`config.mk`:
```
export PLATFORM = sky130hd
export DESIGN_NAME = psram_host_ctrl
export DESIGN_NICKNAME = d
export VERILOG_FILES = /design/src/common/psram_ctrl_pkg.sv /design/src/common/timer_if.sv /design/src/core/psram_host_ctrl.sv /design/src/core/cycle_timer.sv
export SDC_FILE = /design/constraint.sdc
export NUM_CORES = 1
export LEC_CHECK = 0
export BUFFER_PORTS_ARGS = -buffer_cell sky130_fd_sc_hd__buf_2
export CAP_MARGIN = 10
export CORE_UTILIZATION = 52
export CTS_CLUSTER_DIAMETER = 100
export DETAILED_ROUTE_END_ITERATION = 10
export PLACE_DENSITY = 0.79
export SETUP_SLACK_MARGIN = 0.05
export SLEW_MARGIN = 0
export SYNTH_ARGS = -nofsm -noshare
export SYNTH_HDL_FRONTEND = slang
export SYNTH_SLANG_ARGS = --single-unit
```
`constraint.sdc`:
```
create_clock -name core_clk -period 2.95 [get_ports core_clk]
set_input_delay 0.1475 -clock core_clk [delete_from_list [all_inputs] [get_ports core_clk]]
set_output_delay 0.1475 -clock core_clk [all_outputs]
set_load 0.05 [all_outputs]
```
`src/common/psram_ctrl_pkg.sv`:
```
// Constants, timing counts and enumerations for the pseudo-static memory controller
package psram_ctrl_pkg;

  // Core clock rate
  localparam int CLK_MHZ = 20;

  // Least time in ns to whole cycles, rounded up, never below one
  function automatic int cyc_min(input int ns);
    int c;
    c = (ns * CLK_MHZ + 999) / 1000;
    return (c < 1) ? 1 : c;
  endfunction

  // Longest time in ns to whole cycles, rounded down, never below one
  function automatic int cyc_max(input int ns);
    int c;
    c = (ns * CLK_MHZ) / 1000;
    return (c < 1) ? 1 : c;
  endfunction

  // Memory timing figures as printed
  localparam int ACCESS_NS = 70;
  localparam int ADDRESS_VALID_TO_WRITE_END_NS = 70;
  localparam int WRITE_HIGH_MIN_TIME_NS = 10;
  localparam int DESELECT_TO_SLEEP_LOW_NS = 5;
  localparam int SLEEP_LOW_TO_WRITE_LOW_MIN_NS = 10;
  localparam int SLEEP_LOW_TO_WRITE_LOW_MAX_NS = 500;
  localparam int SLEEP_PULSE_MIN_WIDTH_US = 10;
  localparam int POWERUP_INIT_TIME_US = 150;
  localparam int POWERDOWN_RECOVERY_TIME_US = 150;
  localparam int MAX_SELECT_LOW_TIME_US = 8;

  // Cycle counts derived from the figures
  localparam int ACCESS_CYC = cyc_min(ACCESS_NS);
  localparam int AW_CYC = cyc_min(ADDRESS_VALID_TO_WRITE_END_NS);
  localparam int WPH_CYC = cyc_min(WRITE_HIGH_MIN_TIME_NS);
  localparam int CDZZ_CYC = cyc_min(DESELECT_TO_SLEEP_LOW_NS);
  localparam int ZZWE_MIN_CYC = cyc_min(SLEEP_LOW_TO_WRITE_LOW_MIN_NS);
  localparam int ZZWE_MAX_CYC = cyc_max(SLEEP_LOW_TO_WRITE_LOW_MAX_NS);
  localparam int ZZ_CYC = cyc_min(SLEEP_PULSE_MIN_WIDTH_US * 1000);
  localparam int PU_CYC = cyc_min(POWERUP_INIT_TIME_US * 1000);
  localparam int R_CYC = cyc_min(POWERDOWN_RECOVERY_TIME_US * 1000);
  localparam int CEM_CYC = cyc_max(MAX_SELECT_LOW_TIME_US * 1000);

  // Read data synchroniser depth and extra wait for agreement
  localparam int SYNC_DEPTH = 3;
  localparam int RD_AGREE_CYC = 3;

  // Timer width
  localparam int TIMER_W = 12;

  // Configuration register layout and power-up default
  localparam int CFG_SLEEP_BIT = 4;
  localparam logic [7:0] CFG_DEFAULT = 8'h70;

  // User commands
  typedef enum logic [1:0] {
    OP_READ = 2'h0,
    OP_WRITE = 2'h1,
    OP_CFG = 2'h2,
    OP_SLEEP = 2'h3
  } op_e;

  // Sequencer states, codes step in Gray order as listed
  typedef enum logic [3:0] {
    S_INIT = 4'h0,
    S_IDLE = 4'h1,
    S_WR = 4'h3,
    S_RD = 4'h2,
    S_RD_CAP = 4'h6,
    S_ACC_END = 4'h7,
    S_CFG_DESEL = 4'h5,
    S_CFG_ZZ = 4'h4,
    S_CFG_WE = 4'hc,
    S_DPD_DESEL = 4'hd,
    S_DPD_LOW = 4'hf,
    S_DPD_RECOV = 4'he
  } state_e;

endpackage

```
`src/common/timer_if.sv`:
```
// Load and done signals between the sequencer and its duration timer
`timescale 1ns/1ps
interface timer_if #(parameter int TW = 12);
  logic load;
  logic [TW-1:0] load_val;
  logic done;

  modport ctl (output load, output load_val, input done);
  modport tmr (input load, input load_val, output done);
endinterface

```
`src/core/psram_host_ctrl.sv`:
```
// Host-side sequencer for an asynchronous pseudo-static memory
//
// How it works
// - Chip select low never exceeds eight microseconds
// - Write strobe low never exceeds eight microseconds
// - No access before power-up initialization ends
// - Sleep pin held low at least ten microseconds for power-down
// - Chip select high before sleep pin falls
// - Config load: strobe falls 10-500 ns after sleep
// - Address stable 70 ns before write end
// - Write strobe high at least 10 ns between
// - Wait 150 us after deep power-down exit
`timescale 1ns/1ps
module psram_host_ctrl
  import psram_ctrl_pkg::*;
#(
  parameter int ADDR_W = 22,
  parameter int DATA_W = 16
)
(
  input logic core_clk,
  input logic rst,
  input logic req_valid,
  input op_e req_op,
  input logic [ADDR_W-1:0] req_addr,
  input logic [DATA_W-1:0] req_wdata,
  input logic [1:0] req_be,
  input logic stay_asleep,
  output logic req_ready,
  output logic rsp_valid,
  output logic [DATA_W-1:0] rsp_data,
  output logic [ADDR_W-1:0] mem_addr,
  output logic [DATA_W-1:0] mem_dq_out,
  output logic mem_dq_oe_n,
  input logic [DATA_W-1:0] mem_dq_in,
  output logic mem_ce_n,
  output logic mem_oe_n,
  output logic mem_we_n,
  output logic mem_lb_n,
  output logic mem_ub_n,
  output logic sleep_control_n
);

  if (ADDR_W < 8 || DATA_W != 16 || PU_CYC >= (1 << TIMER_W) || R_CYC >= (1 << TIMER_W))
  begin : g_chk
    $error("psram_host_ctrl: unsupported width or timer too narrow");
  end

  // Timer load value for a given state duration in cycles
  function automatic logic [TIMER_W-1:0] dur(input int cyc);
    return TIMER_W'(cyc - 1);
  endfunction

  timer_if #(.TW(TIMER_W)) tif ();

  cycle_timer #(.TW(TIMER_W), .RESET_COUNT(PU_CYC - 1)) u_timer (
    .core_clk(core_clk),
    .rst(rst),
    .t(tif)
  );

  state_e state;
  state_e next_state;
  op_e op;
  logic [7:0] cfg_shadow;
  logic [DATA_W-1:0] dq_s1;
  logic [DATA_W-1:0] dq_s2;
  logic [DATA_W-1:0] dq_s3;
  logic accept;
  logic agree;

  assign accept = (state == S_IDLE) && req_valid;
  assign agree = (dq_s2 == dq_s3);

  // Next state; every state but S_IDLE waits out its timer, S_RD_CAP only until the samples agree
  always_comb
  begin
    next_state = state;
    unique case (state)
      S_INIT: if (tif.done) next_state = S_IDLE;
      S_IDLE:
      begin
        if (req_valid)
        begin
          unique case (req_op)
            OP_READ: next_state = S_RD;
            OP_WRITE: next_state = S_WR;
            OP_CFG: next_state = S_CFG_DESEL;
            OP_SLEEP: next_state = S_DPD_DESEL;
          endcase
        end
      end
      S_WR: if (tif.done) next_state = S_ACC_END;
      S_RD: if (tif.done) next_state = S_RD_CAP;
      S_RD_CAP: if (agree || tif.done) next_state = S_ACC_END;
      S_ACC_END: if (tif.done) next_state = S_IDLE;
      S_CFG_DESEL: if (tif.done) next_state = S_CFG_ZZ;
      S_CFG_ZZ: if (tif.done) next_state = S_CFG_WE;
      S_CFG_WE: if (tif.done) next_state = S_ACC_END;
      S_DPD_DESEL: if (tif.done) next_state = S_DPD_LOW;
      S_DPD_LOW: if (tif.done && !stay_asleep) next_state = S_DPD_RECOV;
      S_DPD_RECOV: if (tif.done) next_state = S_IDLE;
      default: next_state = S_IDLE;
    endcase
  end

  // Timer reload on every state change
  always_comb
  begin
    tif.load = (next_state != state);
    tif.load_val = dur(1);
    unique case (next_state)
      S_WR: tif.load_val = dur(AW_CYC);
      S_RD: tif.load_val = dur(ACCESS_CYC + SYNC_DEPTH);
      S_RD_CAP: tif.load_val = dur(RD_AGREE_CYC);
      S_ACC_END: tif.load_val = dur(WPH_CYC);
      S_CFG_DESEL: tif.load_val = dur(CDZZ_CYC);
      S_CFG_ZZ: tif.load_val = dur(ZZWE_MIN_CYC);
      S_CFG_WE: tif.load_val = dur(AW_CYC);
      S_DPD_DESEL: tif.load_val = dur(CDZZ_CYC);
      S_DPD_LOW: tif.load_val = dur(ZZ_CYC);
      // Power-down only when bit 4 was cleared, else partial refresh
      S_DPD_RECOV: tif.load_val = cfg_shadow[CFG_SLEEP_BIT] ? dur(1) : dur(R_CYC);
      default: tif.load_val = dur(1);
    endcase
  end

  // State register
  always_ff @(posedge core_clk)
  begin
    if (rst)
    begin
      state <= S_INIT;
    end
    else
    begin
      state <= next_state;
    end
  end

  // Request capture and configuration shadow
  always_ff @(posedge core_clk)
  begin
    if (rst)
    begin
      op <= OP_READ;
      mem_addr <= '0;
      mem_dq_out <= '0;
      cfg_shadow <= CFG_DEFAULT;
    end
    else if (accept)
    begin
      op <= req_op;
      mem_addr <= req_addr;
      mem_dq_out <= req_wdata;
      if (req_op == OP_CFG)
      begin
        cfg_shadow <= req_addr[7:0];
      end
    end
  end

  // Memory control pins decoded from the coming state
  always_ff @(posedge core_clk)
  begin
    if (rst)
    begin
      mem_ce_n <= 1'b1;
      mem_oe_n <= 1'b1;
      mem_we_n <= 1'b1;
      mem_lb_n <= 1'b1;
      mem_ub_n <= 1'b1;
      mem_dq_oe_n <= 1'b1;
      sleep_control_n <= 1'b1;
    end
    else
    begin
      mem_ce_n <= !(next_state inside {S_WR, S_RD, S_RD_CAP, S_CFG_ZZ, S_CFG_WE});
      mem_oe_n <= !(next_state inside {S_RD, S_RD_CAP});
      mem_we_n <= !(next_state inside {S_WR, S_CFG_WE});
      mem_dq_oe_n <= !(next_state == S_WR);
      mem_lb_n <= !((next_state == S_WR && req_be[0]) || next_state inside {S_RD, S_RD_CAP});
      mem_ub_n <= !((next_state == S_WR && req_be[1]) || next_state inside {S_RD, S_RD_CAP});
      sleep_control_n <= !(next_state inside {S_CFG_ZZ, S_CFG_WE, S_DPD_LOW});
      if (state == S_WR)
      begin
        mem_lb_n <= mem_lb_n;
        mem_ub_n <= mem_ub_n;
      end
    end
  end

  // Read data synchroniser, three stages
  always_ff @(posedge core_clk)
  begin
    if (rst)
    begin
      dq_s1 <= '0;
      dq_s2 <= '0;
      dq_s3 <= '0;
    end
    else
    begin
      dq_s1 <= mem_dq_in;
      dq_s2 <= dq_s1;
      dq_s3 <= dq_s2;
    end
  end

  // User handshake and read answer
  always_ff @(posedge core_clk)
  begin
    if (rst)
    begin
      req_ready <= 1'b0;
      rsp_valid <= 1'b0;
      rsp_data <= '0;
    end
    else
    begin
      req_ready <= (next_state == S_IDLE);
      rsp_valid <= (state == S_RD_CAP) && (next_state != S_RD_CAP);
      if ((state == S_RD_CAP) && (next_state != S_RD_CAP))
      begin
        rsp_data <= dq_s3;
      end
    end
  end

  // Checking helpers: saturating low-time and quiet-time counters
  function automatic logic [TIMER_W-1:0] sat_inc(input logic [TIMER_W-1:0] v);
    return (v == '1) ? v : v + 1'b1;
  endfunction

  logic [TIMER_W-1:0] ce_lo;
  logic [TIMER_W-1:0] we_lo;
  logic [TIMER_W-1:0] zz_lo;
  logic [TIMER_W-1:0] quiet;
  logic woke;

  always_ff @(posedge core_clk)
  begin
    if (rst)
    begin
      ce_lo <= '0;
      we_lo <= '0;
      zz_lo <= '0;
      quiet <= '0;
      woke <= 1'b0;
    end
    else
    begin
      ce_lo <= mem_ce_n ? '0 : sat_inc(ce_lo);
      we_lo <= mem_we_n ? '0 : sat_inc(we_lo);
      zz_lo <= sleep_control_n ? '0 : sat_inc(zz_lo);
      quiet <= sat_inc(quiet);
      if (state == S_DPD_LOW && next_state == S_DPD_RECOV && !cfg_shadow[CFG_SLEEP_BIT])
      begin
        quiet <= '0;
        woke <= 1'b1;
      end
    end
  end

  localparam int A_ZZWE_LO = ZZWE_MIN_CYC;
  localparam int A_ZZWE_HI = ZZWE_MAX_CYC;
endmodule

```
`src/core/cycle_timer.sv`:
```
// Down counter that times each sequencer state
`timescale 1ns/1ps
module cycle_timer
  import psram_ctrl_pkg::*;
#(
  parameter int TW = 12,
  parameter int RESET_COUNT = 0
)
(
  input logic core_clk,
  input logic rst,
  timer_if.tmr t
);

  if (RESET_COUNT >= (1 << TW) || RESET_COUNT < 0)
  begin : g_chk
    $error("cycle_timer: reset count does not fit the counter");
  end

  logic [TW-1:0] count;

  // Load on request, else count down to zero and hold
  always_ff @(posedge core_clk)
  begin
    if (rst)
    begin
      count <= TW'(RESET_COUNT);
    end
    else if (t.load)
    begin
      count <= t.load_val;
    end
    else if (count != '0)
    begin
      count <= count - 1'b1;
    end
  end

  assign t.done = (count == '0);

endmodule

```
==> flow_metrics.py, run 1 <==
metrics = {
    "status": {
        "status": "completed",
    },
    "cells_and_area": {
        "final_common_cell": "dfxtp_1",
        "area_growth_pct": 37.1,
        "fin_area_sq_mm": 0.00670,
        "final_cell_mix": "dfxtp_1, buf_2, nand2_1, dlygate4sd3_1, nor2b_1",
        "drive_above_1_share_pct": 24.2,
        "antenna_cells": 0,
        "fin_nets": 771,
    },
    "worst_setup_path": {
        "cp-end-kind": "flip-flop",
        "critical_path.max_stage_delay_ps": 430,
        "path_cells": "inv_1 -> ha_1 -> nor4b_2 -> nand3_1 -> a22oi_1 -> o221a_2 -> and3_1 -> a41oi_2 -> o21ai_0",
        "critical_path.top_delay_family": "simple AND/OR/NAND/NOR gates",
        "worstPathMaxFanout": 8,
        "required_ps": 3370,
        "startpoint_type": "flip-flop",
        "path_class": "reg -> reg",
        "cpMaxStageDelayCell": "nor4b_2",
        "path_buf_inv": 1,
        "worstPathArrival_ps": 3220,
    },
    "synthesis": {
        "synth_compound_area_share_pct": 12.7,
        "synthXorXnorAreaFrac_pct": 4.48,
        "synth_top_area_cell": "dfxtp_1",
        "synth-adder-area-share_pct": 0.256,
        "synth_cell_types": 61,
        "synth_top_area_share_pct": 52.5,
        "synth_edf_count": 0,
        "synth_mux_area_share_pct": 3.48,
        "synth-main-ff-cell": "dfxtp_1",
        "syn_inst": 531,
        "netlist_top_cells_area": "dfxtp_1, nand2_1, nor2b_1, a21oi_1, mux2i_1",
        "synthSimpleGateAreaFrac_pct": 23.3,
        "yosys_warnings": 0,
        "netlist_area_sq_mm": 0.00488,
        "ys_ff_latch": 128,
        "async_reset_ff_share_pct": 0,
        "synth.net_count": 594,
        "synth_top_family_by_area": "simple AND/OR/NAND/NOR gates",
        "synth_area_per_cell_sq_um": 9.20,
        "ys_seq_area_share_pct": 52.5,
    },
    "timing": {
        "max_freq_ghz": 0.356,
        "fin_worst_skew_ps": 12.9,
        "setup_viol": 0,
        "tightest_slew_ps": 806,
        "period_share_pct": 95.1,
        "min_period_ps": 2810,
        "fin_tns_setup_ps": 0,
        "slew_violations": 0,
        "grt_setup_unrepaired": "no",
        "slew-limit-headroom_pct": 45.5,
        "hold_viol_final": 0,
    },
    "placed_design": {
        "place_hpwl_microns": 7630,
        "portBuffers": 124,
        "gp_congestion": 0.906,
        "placedInstanceArea_sq_mm": 0.00556,
    },
    "detailed_routing": {
        "ant_nets": 0,
        "vias_per_cell": 5.45,
        "drtIter0Drc": 361,
        "wl_per_cell_microns": 15.8,
        "dr.pass1.iters": 6,
        "wl_microns": 13100,
        "route.detailed.drc": 0,
        "vias": 4528,
    },
    "floorplanning": {
        "coreArea_sq_mm": 0.00915,
        "start_util_pct": 53.4,
        "rows": 35,
        "num_io_pins": 125,
        "dieArea_sq_mm": 0.00979,
        "dieHeight_microns": 98.9,
        "die_w_microns": 98.9,
    },
    "grt": {
        "grt_pass1_vias": 4558,
        "grt_max_degree": 72,
        "grt_pass1_wl_microns": 21400,
        "grt_overflow": 0,
        "antenna_found_initial": 0,
        "grtUsageTotal_pct": 27.9,
    },
    "job": {
        "maxCapViolations": 0,
    },
    "clock_tree": {
        "tritoncts": "yes",
        "clk_pin_slew_worst_paths_ps": 60,
        "clock-root-buffer": "clkbuf_8",
        "numCtsBuffers": 17,
        "clock_latency_ps": 510,
        "cts.sinks": 128,
        "clk_path_buf_depth": 2,
        "htreeDepth": 4,
    },
    "power": {
        "intPower_uw": 3000,
        "p_seq_share_pct": 45.7,
        "clockPowerShare_pct": 49.3,
        "switching_share_pct": 22.8,
        "ir_drop_mv": 0.430,
        "power_leakage_uw": 0.00296,
        "power_density_mw_per_mm2": 581,
        "switching_power_uw": 888,
        "p_comb_share_pct": 5.0,
    },
    "worst_hold_path": {
        "holdCritPathClass": "in -> reg",
    },
}
[timing repair]
item | in CTS | in global routing
gates resized for setup | 0 | 2
buffers inserted | 0 | 0
hold endpoints to repair | 57 | 0
setup endpoints to repair | 0 | 9
hold buffers | 58 | 0
[cell type report]
type                       count  area, sq um
inverter                       8         30.0
timing repair buffer         188         1250
clock buffer                  18          418
multi-input combinational    365         2170
sequential                   128         2560
tap                          111          139
clock inverter                13          128
fill                         584         2460
[cells by family after synthesis]
group / after synthesis
compound gates: 93
xor+xnor: 25
fa+ha+maj: 1
buf+inv: 38
flops: 128
mux: 17
simple gates: 229
[cell usage after synthesis (3+ instances only)]
cell and count:
dfxtp_1 128, nand2_1 95, nor2b_1 54, a21oi_1 44
nor2_1 35, clkbuf_1 23, xor2_1 18, mux2i_1 17
o21ai_0 11, inv_1 8, nor4_1 7, xnor2_1 7
nand3_1 6, nand4_1 5, and2_1 4, buf_2 4
nand2b_1 4, nor3_1 4, a21boi_0 3
[per-stage QoR]
stage	utilization (%)	setup slack, ps	total power (uW)	cells	hold slack, ps
2_1_floorplan	-	549	1880	531	276
3_3_place_gp	60.7	332	1940	742	355
3_5_place_dp	60.7	228	1940	742	359
4_1_cts	73.0	206	3910	831	140
5_1_grt	73.2	99.8	4020	831	188
6_report	73.2	144	3890	831	158
[path summary, 6_finish.rpt]
kind | slack [ps] | depth (start not counted) | endpoint | start
max | 140 | 9 | u_timer.count[8] | u_timer.count[0]
min | 160 | 2 | dq_s1[0] | rst
max reg2reg | 140 | 9 | u_timer.count[8] | u_timer.count[0]
min reg2reg | 440 | 1 | dq_s2[0] | dq_s1[0]
[flip-flops by register name (all words and copies together) (netlist names), 4 cells and up]
name,count
u_timer.count,12
mem_addr,22
dq_s2,16
dq_s1,16
rsp_data,16
mem_dq_out,16
state,4
dq_s3,16
[layer usage]
| layer | part of all wire [%] | track usage (%) | routed length [microns] |
|---|---|---|---|
| met4 | 4.6 | 17.0 | 599 |
| met1 | 39 | 30.8 | 5100 |
| met2 | 52 | 48.0 | 6790 |
| met5 | 0 | 0 | 0 |
| met3 | 4.9 | 7.30 | 647 |
[power groups by stage]
stage / Combinational, uW / Sequential, uW / Clock, uW
after floorplan: 72.6 / 1810 / 0
after CTS: 188 / 1780 / 1950
after global placement: 125 / 1810 / 0
after detailed placement: 128 / 1810 / 0
final: 194 / 1780 / 1920
after global routing: 210 / 1780 / 2030
Power figures use the tool's default switching activity.
==> inputs of run 2 (changes only) <==
--- a/config.mk
+++ b/config.mk
@@ -7,10 +7,11 @@
 export LEC_CHECK = 0
 export BUFFER_PORTS_ARGS = -buffer_cell sky130_fd_sc_hd__buf_2
 export CAP_MARGIN = 10
-export CORE_UTILIZATION = 52
+export CORE_MARGIN = 2
+export CORE_UTILIZATION = 55
 export CTS_CLUSTER_DIAMETER = 100
 export DETAILED_ROUTE_END_ITERATION = 10
-export PLACE_DENSITY = 0.79
+export PLACE_DENSITY = 0.82
 export SETUP_SLACK_MARGIN = 0.05
 export SLEW_MARGIN = 0
 export SYNTH_ARGS = -nofsm -noshare
==> constraint.sdc (replaced) <==
create_clock -name core_clk -period 3.5 [get_ports core_clk]
set_input_delay 0.175 -clock core_clk [delete_from_list [all_inputs] [get_ports core_clk]]
set_output_delay 0.175 -clock core_clk [all_outputs]
set_load 0.05 [all_outputs]
==> flow_metrics.py, run 2 (synthesis gave the netlist of run 1 again) <==
metrics = {
    "grt": {
        "grt_pass1_wl_microns": 19800,
        "grt_pass1_vias": 4228,
        "antenna_found_initial": 0,
        "grt_max_degree": 115,
        "grtUsageTotal_pct": 25.4,
        "grt_overflow": 0,
    },
    "timing": {
        "setup_viol": 0,
        "tightest_slew_ps": 1130,
        "slew-limit-headroom_pct": 24.9,
        "slew_violations": 0,
        "max_freq_ghz": 0.353,
        "fin_tns_setup_ps": 0,
        "grt_setup_unrepaired": "no",
        "hold_viol_final": 0,
        "finalWorstSetupSlack_ps": 664,
        "min_period_ps": 2840,
        "fin_worst_skew_ps": 7.35,
        "period_share_pct": 81.0,
    },
    "worst_setup_path": {
        "required_ps": 3900,
        "rr_startpoint": "u_timer.count[0]",
        "worstPathMaxFanout": 7,
        "cp-end-kind": "flip-flop",
        "worstReg2RegEnd": "mem_lb_n",
        "worstPathArrival_ps": 3240,
        "cp-startpoint": "u_timer.count[0]",
        "ff2ff_path_depth": 9,
        "r2r_slack_ps": 660,
        "crit_path_end": "mem_lb_n",
        "startpoint_type": "flip-flop",
        "path_class": "reg -> reg",
    },
    "job": {
        "maxCapViolations": 0,
    },
    "clock_tree": {
        "cts.sinks": 128,
        "clock_latency_ps": 520,
        "cts.repair.resized": 0,
        "tritoncts": "yes",
        "clk_pin_slew_worst_paths_ps": 60,
        "htreeDepth": 4,
        "clock-root-buffer": "clkbuf_8",
        "clk_path_buf_depth": 2,
        "postCtsSetupRepairBufs": 0,
        "numCtsBuffers": 17,
    },
    "power": {
        "power_density_mw_per_mm2": 497,
        "ir_drop_mv": 0.355,
        "power_leakage_uw": 0.00296,
    },
    "placed_design": {
        "place_hpwl_microns": 7270,
        "place_ws_ps": 786,
        "gp_congestion": 0.925,
        "portBuffers": 124,
    },
    "detailed_routing": {
        "ant_nets": 0,
        "dr.pass1.iters": 5,
        "drtIter0Drc": 333,
        "vias": 4424,
        "vias_per_cell": 5.37,
        "wl_per_cell_microns": 15.2,
        "wl_microns": 12500,
        "route.detailed.drc": 0,
    },
    "cells_and_area": {
        "antenna_cells": 0,
        "fin_nets": 766,
        "max_flop_register": "mem_addr",
        "final_common_cell": "dfxtp_1",
        "largest_reg_flops": 22,
        "area_growth_pct": 36.8,
        "final_cell_mix": "dfxtp_1, buf_2, nand2_1, dlygate4sd3_1, nor2b_1",
        "drive_above_1_share_pct": 23.9,
    },
    "floorplanning": {
        "num_io_pins": 125,
        "dieHeight_microns": 98.2,
        "die_w_microns": 98.2,
        "dieArea_sq_mm": 0.00965,
        "coreArea_sq_mm": 0.00868,
        "rows": 34,
        "start_util_pct": 56.3,
    },
    "worst_hold_path": {
        "holdCritPathClass": "in -> reg",
    },
    "status": {
        "status": "completed",
    },
}
-- run 2: per-layer routing --
layer | share of wire (%) | vias up | global-route usage, %
met2 | 52 | 176 | 44.4
met3 | 5.6 | 37 | 7.52
li1 | - | 2138 | -
met5 | 0 | - | 0
met1 | 40 | 2073 | 29.6
met4 | 2.3 | 0 | 9.38
-- run 2: critical path, stage by stage, from the launching register on --
cell	delay, ps
dfxtp_1	340
inv_1	60
ha_1	220
or4b_1	610
o41ai_1	490
o211ai_1	220
inv_1	190
nand4_1	200
a21boi_0	210
o32a_1	170
-- run 2: power by group --
part / switching (uW) / internal [uW] / total, uW
registers: 13.7 / 1480 / 1500
logic: 66.0 / 95.7 / 162
clock network: 746 / 918 / 1660
-- run 2: timing repair --
action                                  in CTS  in global routing
hold buffers                                56                  0
endpoints found under the setup margin       0                  0
hold endpoints to repair                    56                  0
-- run 2: worst min-delay path by stage --
stage	start	endpoint	slack, ps	depth (start not counted)
6_report	req_op[1]	cfg_shadow[4]	50	3
5_1_grt	req_op[1]	cfg_shadow[4]	60	3
4_1_cts	req_be[0]	mem_lb_n	30	3
3_3_place_gp	mem_dq_in[10]	dq_s1[10]	380	2
3_5_place_dp	mem_dq_in[0]	dq_s1[0]	390	2
2_1_floorplan	mem_dq_in[0]	dq_s1[0]	300	1
-- run 2: layout make-up --
class / count / area, sq um
clock buffer: 17 / 414
clock inverter: 15 / 154
fill: 544 / 2000
inverter: 8 / 30.0
multi-input combinational: 365 / 2160
sequential: 128 / 2560
tap: 108 / 135
timing repair buffer: 183 / 1230
-- run 2: metrics by stage --
step	util (%)	instance area (sq um)	power, uW	hold WS, ps	instances
after floorplan	-	4880	1590	303	531
after global placement	63.7	5530	1630	383	735
after detailed placement	63.7	5530	1630	389	735
after CTS	76.7	6650	3340	31.1	823
after global routing	77.0	6680	3420	56.9	824
final	77.0	6680	3320	53.0	824
==> inputs of run 3 (changes only) <==
--- a/config.mk
+++ b/config.mk
@@ -8,10 +8,10 @@
 export BUFFER_PORTS_ARGS = -buffer_cell sky130_fd_sc_hd__buf_2
 export CAP_MARGIN = 10
 export CORE_MARGIN = 2
-export CORE_UTILIZATION = 55
+export CORE_UTILIZATION = 52
 export CTS_CLUSTER_DIAMETER = 100
 export DETAILED_ROUTE_END_ITERATION = 10
-export PLACE_DENSITY = 0.82
+export PLACE_DENSITY = 0.79
 export SETUP_SLACK_MARGIN = 0.05
 export SLEW_MARGIN = 0
 export SYNTH_ARGS = -nofsm -noshare
==> constraint.sdc (replaced) <==
create_clock -name core_clk -period 2.75 [get_ports core_clk]
set_input_delay 0.1375 -clock core_clk [delete_from_list [all_inputs] [get_ports core_clk]]
set_output_delay 0.1375 -clock core_clk [all_outputs]
set_load 0.05 [all_outputs]
==> flow_metrics.py, run 3 (synthesis gave the netlist of run 1 again) <==
metrics = {
    "clock_tree": {
        "clock_latency_ps": 520,
        "clock-root-buffer": "clkbuf_8",
        "clk_path_buf_depth": 2,
        "numCtsBuffers": 17,
        "htreeDepth": 4,
        "clk_pin_slew_worst_paths_ps": 70,
        "tritoncts": "yes",
        "cts.sinks": 128,
    },
    "timing": {
        "fin_worst_skew_ps": 13.7,
        "grt_setup_unrepaired": "no",
        "max_freq_ghz": 0.385,
        "hold_viol_final": 0,
        "finalWorstSetupSlack_ps": 156,
        "period_share_pct": 94.3,
        "tightest_slew_ps": 712,
        "slew_violations": 0,
        "setup_viol": 0,
        "min_period_ps": 2590,
        "fin_tns_setup_ps": 0,
        "slew-limit-headroom_pct": 51.8,
    },
    "placed_design": {
        "portBuffers": 124,
        "place_ws_ps": 122,
        "dp.cells": 742,
        "gp_congestion": 0.980,
        "place_hpwl_microns": 7570,
        "placedInstanceArea_sq_mm": 0.00557,
    },
    "worst_setup_path": {
        "worstPathMaxFanout": 7,
        "path_class": "reg -> reg",
        "required_ps": 3150,
        "cp-startpoint": "u_timer.count[0]",
        "worstPathArrival_ps": 3000,
        "rr_startpoint": "u_timer.count[0]",
        "startpoint_type": "flip-flop",
        "cp-end-kind": "flip-flop",
    },
    "status": {
        "status": "completed",
    },
    "cells_and_area": {
        "final_cell_count_no_fill": 833,
        "final_cell_mix": "dfxtp_1, buf_2, nand2_1, dlygate4sd3_1, nor2b_1",
        "fin_area_sq_mm": 0.00680,
        "drive_above_1_share_pct": 25.1,
        "fin_nets": 772,
        "area_growth_pct": 39.1,
        "postLayoutCoreUtil_pct": 73.9,
        "final_common_cell": "dfxtp_1",
        "antenna_cells": 0,
        "largest_reg_flops": 22,
        "max_flop_register": "mem_addr",
    },
    "grt": {
        "grt_pass1_wl_microns": 19200,
        "grt_max_degree": 60,
        "grtUsageTotal_pct": 24.1,
        "antenna_found_initial": 0,
        "grt_pass1_vias": 4210,
        "grt_overflow": 0,
    },
    "power": {
        "switching_power_uw": 1050,
        "power_leakage_uw": 0.00301,
        "switching_share_pct": 24.3,
        "intPower_uw": 3280,
        "clockPowerShare_pct": 51.3,
        "ir_drop_mv": 0.527,
        "power_density_mw_per_mm2": 637,
        "p_seq_share_pct": 44.0,
        "p_comb_share_pct": 4.8,
    },
    "floorplanning": {
        "rows": 35,
        "coreArea_sq_mm": 0.00920,
        "die_w_microns": 101,
        "dieArea_sq_mm": 0.0102,
        "dieHeight_microns": 101,
        "num_io_pins": 125,
        "start_util_pct": 53.1,
    },
    "detailed_routing": {
        "wl_per_cell_microns": 15.1,
        "dr.pass1.iters": 5,
        "met2_length_microns": 6510,
        "ant_nets": 0,
        "wl_met3_microns": 743,
        "vias": 4442,
        "dr.max_layer_used": "met4",
        "vias_per_cell": 5.33,
        "wl_met1_microns": 4960,
        "route.detailed.drc": 0,
        "wl_microns": 12600,
        "drtIter0Drc": 296,
    },
    "job": {
        "maxCapViolations": 0,
    },
    "worst_hold_path": {
        "holdCritPathClass": "in -> reg",
        "hold_start": "rst",
    },
}
-- run 3: stage by stage --
step | hold slack (ps) | total power, uW
3_5_place_dp | 352 | 2080
2_1_floorplan | 266 | 2020
4_1_cts | 96.0 | 4360
6_report | 114 | 4330
3_3_place_gp | 345 | 2080
5_1_grt | 120 | 4470
-- run 3: critical path: stages, from the launching register on --
cell and delay (ps):
dfxtp_1 340, inv_1 70, ha_1 230, or4b_4 550, o41ai_1 380, o311a_2 310
inv_1 80, a31oi_2 220, a21boi_0 140, o32a_1 170
-- run 3: final cells by class --
cell class	instances	area, sq um
Clock inverter	15	184
Inverter	8	30.0
Timing Repair Buffer	189	1270
Tap cell	111	139
Sequential cell	128	2560
Clock buffer	17	414
Multi-Input combinational cell	365	2200
Fill cell	603	2400
-- run 3: layer usage --
metal	vias up	track usage [%]
met5	-	0
met2	194	40.9
met1	2055	28.3
met4	0	10.9
li1	2161	-
met3	32	7.00
-- run 3: repair_timing --
item / CTS / global route
endpoints found under the setup margin: 0 / 18
resized for setup: 0 / 8
setup buffers: 0 / 1
hold endpoints to repair: 57 / 0
hold buffers: 58 / 0
-- run 3: power groups by stage --
stage                     Combinational (uW)  Sequential, uW  Clock, uW
after global placement                   135            1940          0
after detailed placement                 137            1940          0
after floorplan                         77.9            1940          0
final                                    206            1900       2220
after CTS                                201            1900       2250
after global routing                     223            1910       2340
-- run 3: path summary, 6_finish.rpt --
path / to / slack, ps / cells past startpoint
worst max-delay path: mem_lb_n / 160 / 9
worst min register to register: dq_s2[5] / 440 / 1
worst max register to register: mem_lb_n / 160 / 9
worst min-delay path: rsp_data[9] / 110 / 2
